<file path="src/inc/fagp_consts.svh">
// Register offsets, sense codes and reset values of the fast alias port
`ifndef FAGP_CONSTS_SVH
`define FAGP_CONSTS_SVH

`define FAGP_OFS_DIRECTION 2'h0
`define FAGP_OFS_DRIVE 2'h1
`define FAGP_OFS_SAMPLED 2'h2
`define FAGP_OFS_FLAGS 2'h3

`define FAGP_RESET_BYTE 8'h00

`define FAGP_PAD_COUNT 8
`define FAGP_SENSE_BITS 3

`define FAGP_SENSE_NOEVENT 3'h0
`define FAGP_SENSE_BOTH 3'h1
`define FAGP_SENSE_RISE 3'h2
`define FAGP_SENSE_FALL 3'h3
`define FAGP_SENSE_OFF 3'h4
`define FAGP_SENSE_LOW 3'h5

`endif

</file>
<file path="src/inc/fagp_pkg.sv">
// Shared types of the fast alias port
package fagp_pkg;
    typedef logic [7:0] fagp_byte_type;
    typedef logic [1:0] fagp_addr_type;
    typedef logic [2:0] fagp_sense_type;
    typedef logic [23:0] fagp_sense_bus_type;
endpackage

</file>
<file path="src/logic/fagp_port.sv">
// Eight-pad port reached through the fast alias register window
`timescale 1ns/10ps
`include "fagp_consts.svh"

module fagp_port (
    input wire logic clock, // System clock, 20 MHz
    input wire logic reset, // Synchronous, active high
    input wire fagp_pkg::fagp_addr_type address, // Register offset
    input wire logic writeEnable, // One-cycle write strobe
    input wire fagp_pkg::fagp_byte_type writeData, // Write data
    input wire logic readEnable, // One-cycle read strobe
    output fagp_pkg::fagp_byte_type readData, // Read data, next cycle
    input wire fagp_pkg::fagp_sense_bus_type senseConfig, // 3 bits per pad
    input wire fagp_pkg::fagp_byte_type padIn, // Pad levels
    output fagp_pkg::fagp_byte_type padOut, // Pad drive levels
    output fagp_pkg::fagp_byte_type padOutEnable // Pad driver enables
);

    fagp_pkg::fagp_byte_type padSync1;
    fagp_pkg::fagp_byte_type padSync2;
    fagp_pkg::fagp_byte_type prevLevel;
    fagp_pkg::fagp_byte_type sampledLevel;
    fagp_pkg::fagp_byte_type eventFlags;
    fagp_pkg::fagp_byte_type setEvent;
    fagp_pkg::fagp_byte_type bufferOff;
    logic writeDirection;
    logic writeDrive;
    logic writeSampled;
    logic writeFlags;

    assign writeDirection = writeEnable && address == `FAGP_OFS_DIRECTION;
    assign writeDrive = writeEnable && address == `FAGP_OFS_DRIVE;
    assign writeSampled = writeEnable && address == `FAGP_OFS_SAMPLED;
    assign writeFlags = writeEnable && address == `FAGP_OFS_FLAGS;

    // Runs through reset, so no false edge follows it; stage one feeds two
    always_ff @(posedge clock) begin
        padSync1 <= padIn;
        padSync2 <= padSync1;
        prevLevel <= padSync2;
    end

    // Per-pad sense decode
    genvar n;
    generate
        for (n = 0; n < `FAGP_PAD_COUNT; n++) begin : gPad
            fagp_pkg::fagp_sense_type sense;
            assign sense = senseConfig[`FAGP_SENSE_BITS*n +: `FAGP_SENSE_BITS];
            assign bufferOff[n] = sense == `FAGP_SENSE_OFF;
            always_comb begin
                case (sense)
                    `FAGP_SENSE_BOTH:
                        setEvent[n] = padSync2[n] != prevLevel[n];
                    `FAGP_SENSE_RISE:
                        setEvent[n] = padSync2[n] && !prevLevel[n];
                    `FAGP_SENSE_FALL:
                        setEvent[n] = !padSync2[n] && prevLevel[n];
                    `FAGP_SENSE_LOW:
                        setEvent[n] = !padSync2[n];
                    default:
                        setEvent[n] = 1'h0;
                endcase
            end
        end
    endgenerate

    // Buffer off: sampling stops, value held
    always_ff @(posedge clock) begin
        if (reset) begin
            sampledLevel <= `FAGP_RESET_BYTE;
        end else begin
            sampledLevel <= (padSync2 & ~bufferOff)
                | (sampledLevel & bufferOff);
        end
    end

    always_ff @(posedge clock) begin
        if (reset) begin
            padOutEnable <= `FAGP_RESET_BYTE;
        end else if (writeDirection) begin
            padOutEnable <= writeData;
        end
    end

    // Pad level is the drive bit; the pad ignores it while enable is low
    always_ff @(posedge clock) begin
        if (reset) begin
            padOut <= `FAGP_RESET_BYTE;
        end else if (writeDrive) begin
            padOut <= writeData;
        end else if (writeSampled) begin
            padOut <= padOut ^ writeData;
        end
    end

    // A new event wins over a clear in the same cycle
    always_ff @(posedge clock) begin
        if (reset) begin
            eventFlags <= `FAGP_RESET_BYTE;
        end else if (writeFlags) begin
            eventFlags <= (eventFlags & ~writeData) | setEvent;
        end else begin
            eventFlags <= eventFlags | setEvent;
        end
    end

    always_ff @(posedge clock) begin
        if (reset) begin
            readData <= `FAGP_RESET_BYTE;
        end else if (readEnable) begin
            case (address)
                `FAGP_OFS_DIRECTION: readData <= padOutEnable;
                `FAGP_OFS_DRIVE: readData <= padOut;
                `FAGP_OFS_SAMPLED: readData <= sampledLevel;
                `FAGP_OFS_FLAGS: readData <= eventFlags;
                default: readData <= `FAGP_RESET_BYTE;
            endcase
        end
    end
endmodule

</file>
<file path="config.mk">
export PLATFORM = sky130hd
export DESIGN_NAME = fagp_port
export DESIGN_NICKNAME = d
export VERILOG_FILES = /design/src/inc/fagp_pkg.sv /design/src/logic/fagp_port.sv
export VERILOG_INCLUDE_DIRS = /design/src /design/src/inc
export SDC_FILE = /design/constraint.sdc
export NUM_CORES = 1
export LEC_CHECK = 0
export BUFFER_PORTS_ARGS = -buffer_cell sky130_fd_sc_hd__buf_2
export CORE_MARGIN = 4
export CORE_UTILIZATION = 57
export DETAILED_ROUTE_END_ITERATION = 8
export MAX_ROUTING_LAYER = met4
export PLACE_DENSITY_LB_ADDON = 0.3
export SETUP_SLACK_MARGIN = 0.05
export SLEW_MARGIN = 10
export SYNTH_ARGS = -nofsm -noshare
export SYNTH_HDL_FRONTEND = slang
export SYNTH_SLANG_ARGS = --single-unit
</file>
<file path="constraint.sdc">
create_clock -name clock -period 4.1 [get_ports clock]
set_clock_uncertainty 0.2 [all_clocks]
set_input_delay 0.82 -clock clock [delete_from_list [all_inputs] [get_ports clock]]
set_output_delay 0.82 -clock clock [all_outputs]
set_load 0.01 [all_outputs]
</file>
==> run_results.csv <==
group,metric,value,unit
outcome,status,"completed",
critical_path,worstPathRequired,4.09,ns
logic_synthesis,yosysWarnings,0,
sta,finalHoldViolCount,0,
critical_path,critical_path_class,"in2reg",
pwr,peakVddDrop,357,uV
critical_path,crit_chain,"buf_2 -> nor3b_2 -> mux2i_1 -> nor2_1",
min_path,min_path_type,"reg2reg",
clocking,cts-htree-levels,3,
layout,most-common-layout-cells,"buf_2 (69), dfxtp_1 (64), nor2_1 (35)",
sta,slew_viol_final,0,
critical_path,endpoint_kind,"register",
logic_synthesis,synthTopCellsByArea,"dfxtp_1 (44%), mux2i_1 (9.9%), ha_1 (6.8%)",
logic_synthesis,netlist.area_leader.share,0.435,
global_routing,antenna_found_initial,0,
logic_synthesis,yosysSeqAreaShare,0.435,
layout,nets,417,
layout,antenna_cells,0,
detailed_routing,wl_per_cell,14.3,um
sta,timing.final.crit_share,0.548,
detailed_routing,routed_wl,6090,um
floorplanning,initial_core_util,0.607,
global_routing,grt_pass1_vias,2267,
global_routing,grt_pass1_wl,9940,um
global_routing,grt_use_total,0.206,
sta,relSlewSlack,0.446,
floorplanning,die_h,79.9,um
pwr,total_power,0.00133,W
layout,area_delta_synth_final,17.8,%
clocking,clock_latency,0.33,ns
critical_path,cp_slowest_cell,"nor3b_2",
clocking,ctsResizeCount,0,
flow_run,cap_violations,0,
layout,instances_no_fill,427,
critical_path,setup.worst_path.start_class,"input port",
placement,placedCellCount,411,
sta,fin_crit,2.25,ns
clocking,postCtsHoldBufs,0,
sta,fin_setup_tns,0,ns
clocking,clockRootBuffer,"clkbuf_8",
floorplanning,chipWidth,79.9,um
placement,hpwl,4370,um
logic_synthesis,syn-num-nets,350,
detailed_routing,drtAntennaViolNets,0,
clocking,cts_buffer_depth,2,
logic_synthesis,yosysUniqueCellTypes,35,
clocking,cts.sinks,64,
floorplanning,die-area,0.00638,mm^2
placement,place_area,0.00329,mm^2
clocking,cts_setup_buffers,0,
critical_path,path_max_fanout,23,
logic_synthesis,syn_avg_cell_area,10.2,um^2
layout,fillers,385,
detailed_routing,dr.pass1.iters,4,
detailed_routing,vias,2338,
placement,numPortBuffers,69,
floorplanning,ioPinCount,70,
clocking,cts_buffers,9,
logic_synthesis,synth_top_cell_by_area,"dfxtp_1",
placement,place.gp.congestion,0.739,
layout,final_area,0.00347,mm^2
layout,drive_gt1_frac,0.267,
floorplanning,core,0.00485,mm^2
detailed_routing,drt_iter0_markers,118,
logic_synthesis,synthCells,288,
pwr,p_per_area,385,mW/mm^2
clocking,cts_tree,"yes",
clocking,clkTransAtPathRegs,0.06,ns
sta,rsz0062_at_grt,"false",
pwr,power.leakage,1.61,nW
sta,tightest_slew,0.827,ns
sta,fmax,0.445,GHz
floorplanning,num_rows,25,
detailed_routing,drcViolationCount,0,
layout,mostFrequentLayoutCell,"buf_2",
logic_synthesis,synth_seq_cells,64,
global_routing,grt_max_degree,42,
logic_synthesis,netlist_area,0.00295,mm^2
global_routing,overflow,0,
detailed_routing,vias_per_cell,5.48,
critical_path,arrival,2.24,ns
critical_path,crit_path_max_incr_delay,0.77,ns
sta,setup_viol,0,
-- area by class of cell --
type | count | area, um^2 | area share
Inverter | 27 | 101 | 0.0292
Clock inverter | 4 | 45.0 | 0.0130
Multi-Input combinational cell | 184 | 1480 | 0.426
Clock buffer | 12 | 135 | 0.0389
Timing Repair Buffer | 69 | 345 | 0.0995
Tap cell | 67 | 83.8 | 0.0242
Sequential cell | 64 | 1280 | 0.369
-- Yosys cell counts, drive strengths merged --
cell type and number:
nand2 10, nor2b 8, clkbuf 3, o21a 2
inv 27, a21oi 16, ha 16, mux2i 29
mux4 8, a22o 1, nand2b 3, nand3 3
a2111oi 8, a311oi 2, or2 1, a221oi 2
o31ai 1, nand3b 2, a32oi 5, nor2 35
o22ai 8, dfxtp 64, nand4 3, mux2 5
nor3b 9, o21ai 7, buf 10
-- where the power goes --
part / leakage [nW] / internal [W] / switching, W / total, W
combinational: 0.982 / 0.0000780 / 0.0000833 / 0.000161
sequential: 0.530 / 0.000656 / 0.0000225 / 0.000678
clock: 0.0941 / 0.000278 / 0.000217 / 0.000495
total: 1.61 / 0.00101 / 0.000323 / 0.00133
-- worst paths after layout --
| path | slack [ns] | to | depth (start not counted) | start |
|---|---|---|---|---|
| min reg2reg | 0.13 | padSync2[5] | 0 | padSync1[5] |
| max reg2reg | 2.52 | eventFlags[4] | 5 | padSync2[4] |
| max | 1.85 | padOutEnable[2] | 4 | address[1] |
| min | 0.13 | padSync2[5] | 0 | padSync1[5] |
-- logic make-up (layout without fill, tap and decap cells) --
kind of cell | Yosys count | after routing | share of synthesized area
flops | 64 | 64 | 0.435
mux | 42 | 42 | 0.184
simple gates | 74 | 74 | 0.124
buf+inv | 40 | 112 | 0.0646
compound gates | 52 | 52 | 0.125
fa+ha+maj | 16 | 16 | 0.0680
-- metal layers --
metal,share of wire,GRT usage,vias up
met4,0.011,0.0642,0
li1,-,-,1158
met3,0.069,0.0745,5
met5,0,-,-
met2,0.50,0.338,63
met1,0.42,0.236,1112
-- stage by stage --
step / hold WS, ns / utilization / setup slack, ns
2_1_floorplan: 0.110 / - / 2.08
3_3_place_gp: 0.111 / 0.679 / 1.62
3_5_place_dp: 0.113 / 0.679 / 1.55
4_1_cts: 0.129 / 0.716 / 1.85
5_1_grt: 0.131 / 0.716 / 1.81
6_report: 0.126 / 0.716 / 1.85
-- critical path, delay by kind of cell --
family,cells,cell delay (ns)
buf+inv,1,0.28
mux,1,0.30
simple gates,2,0.83
Power figures use the tool's default switching activity.
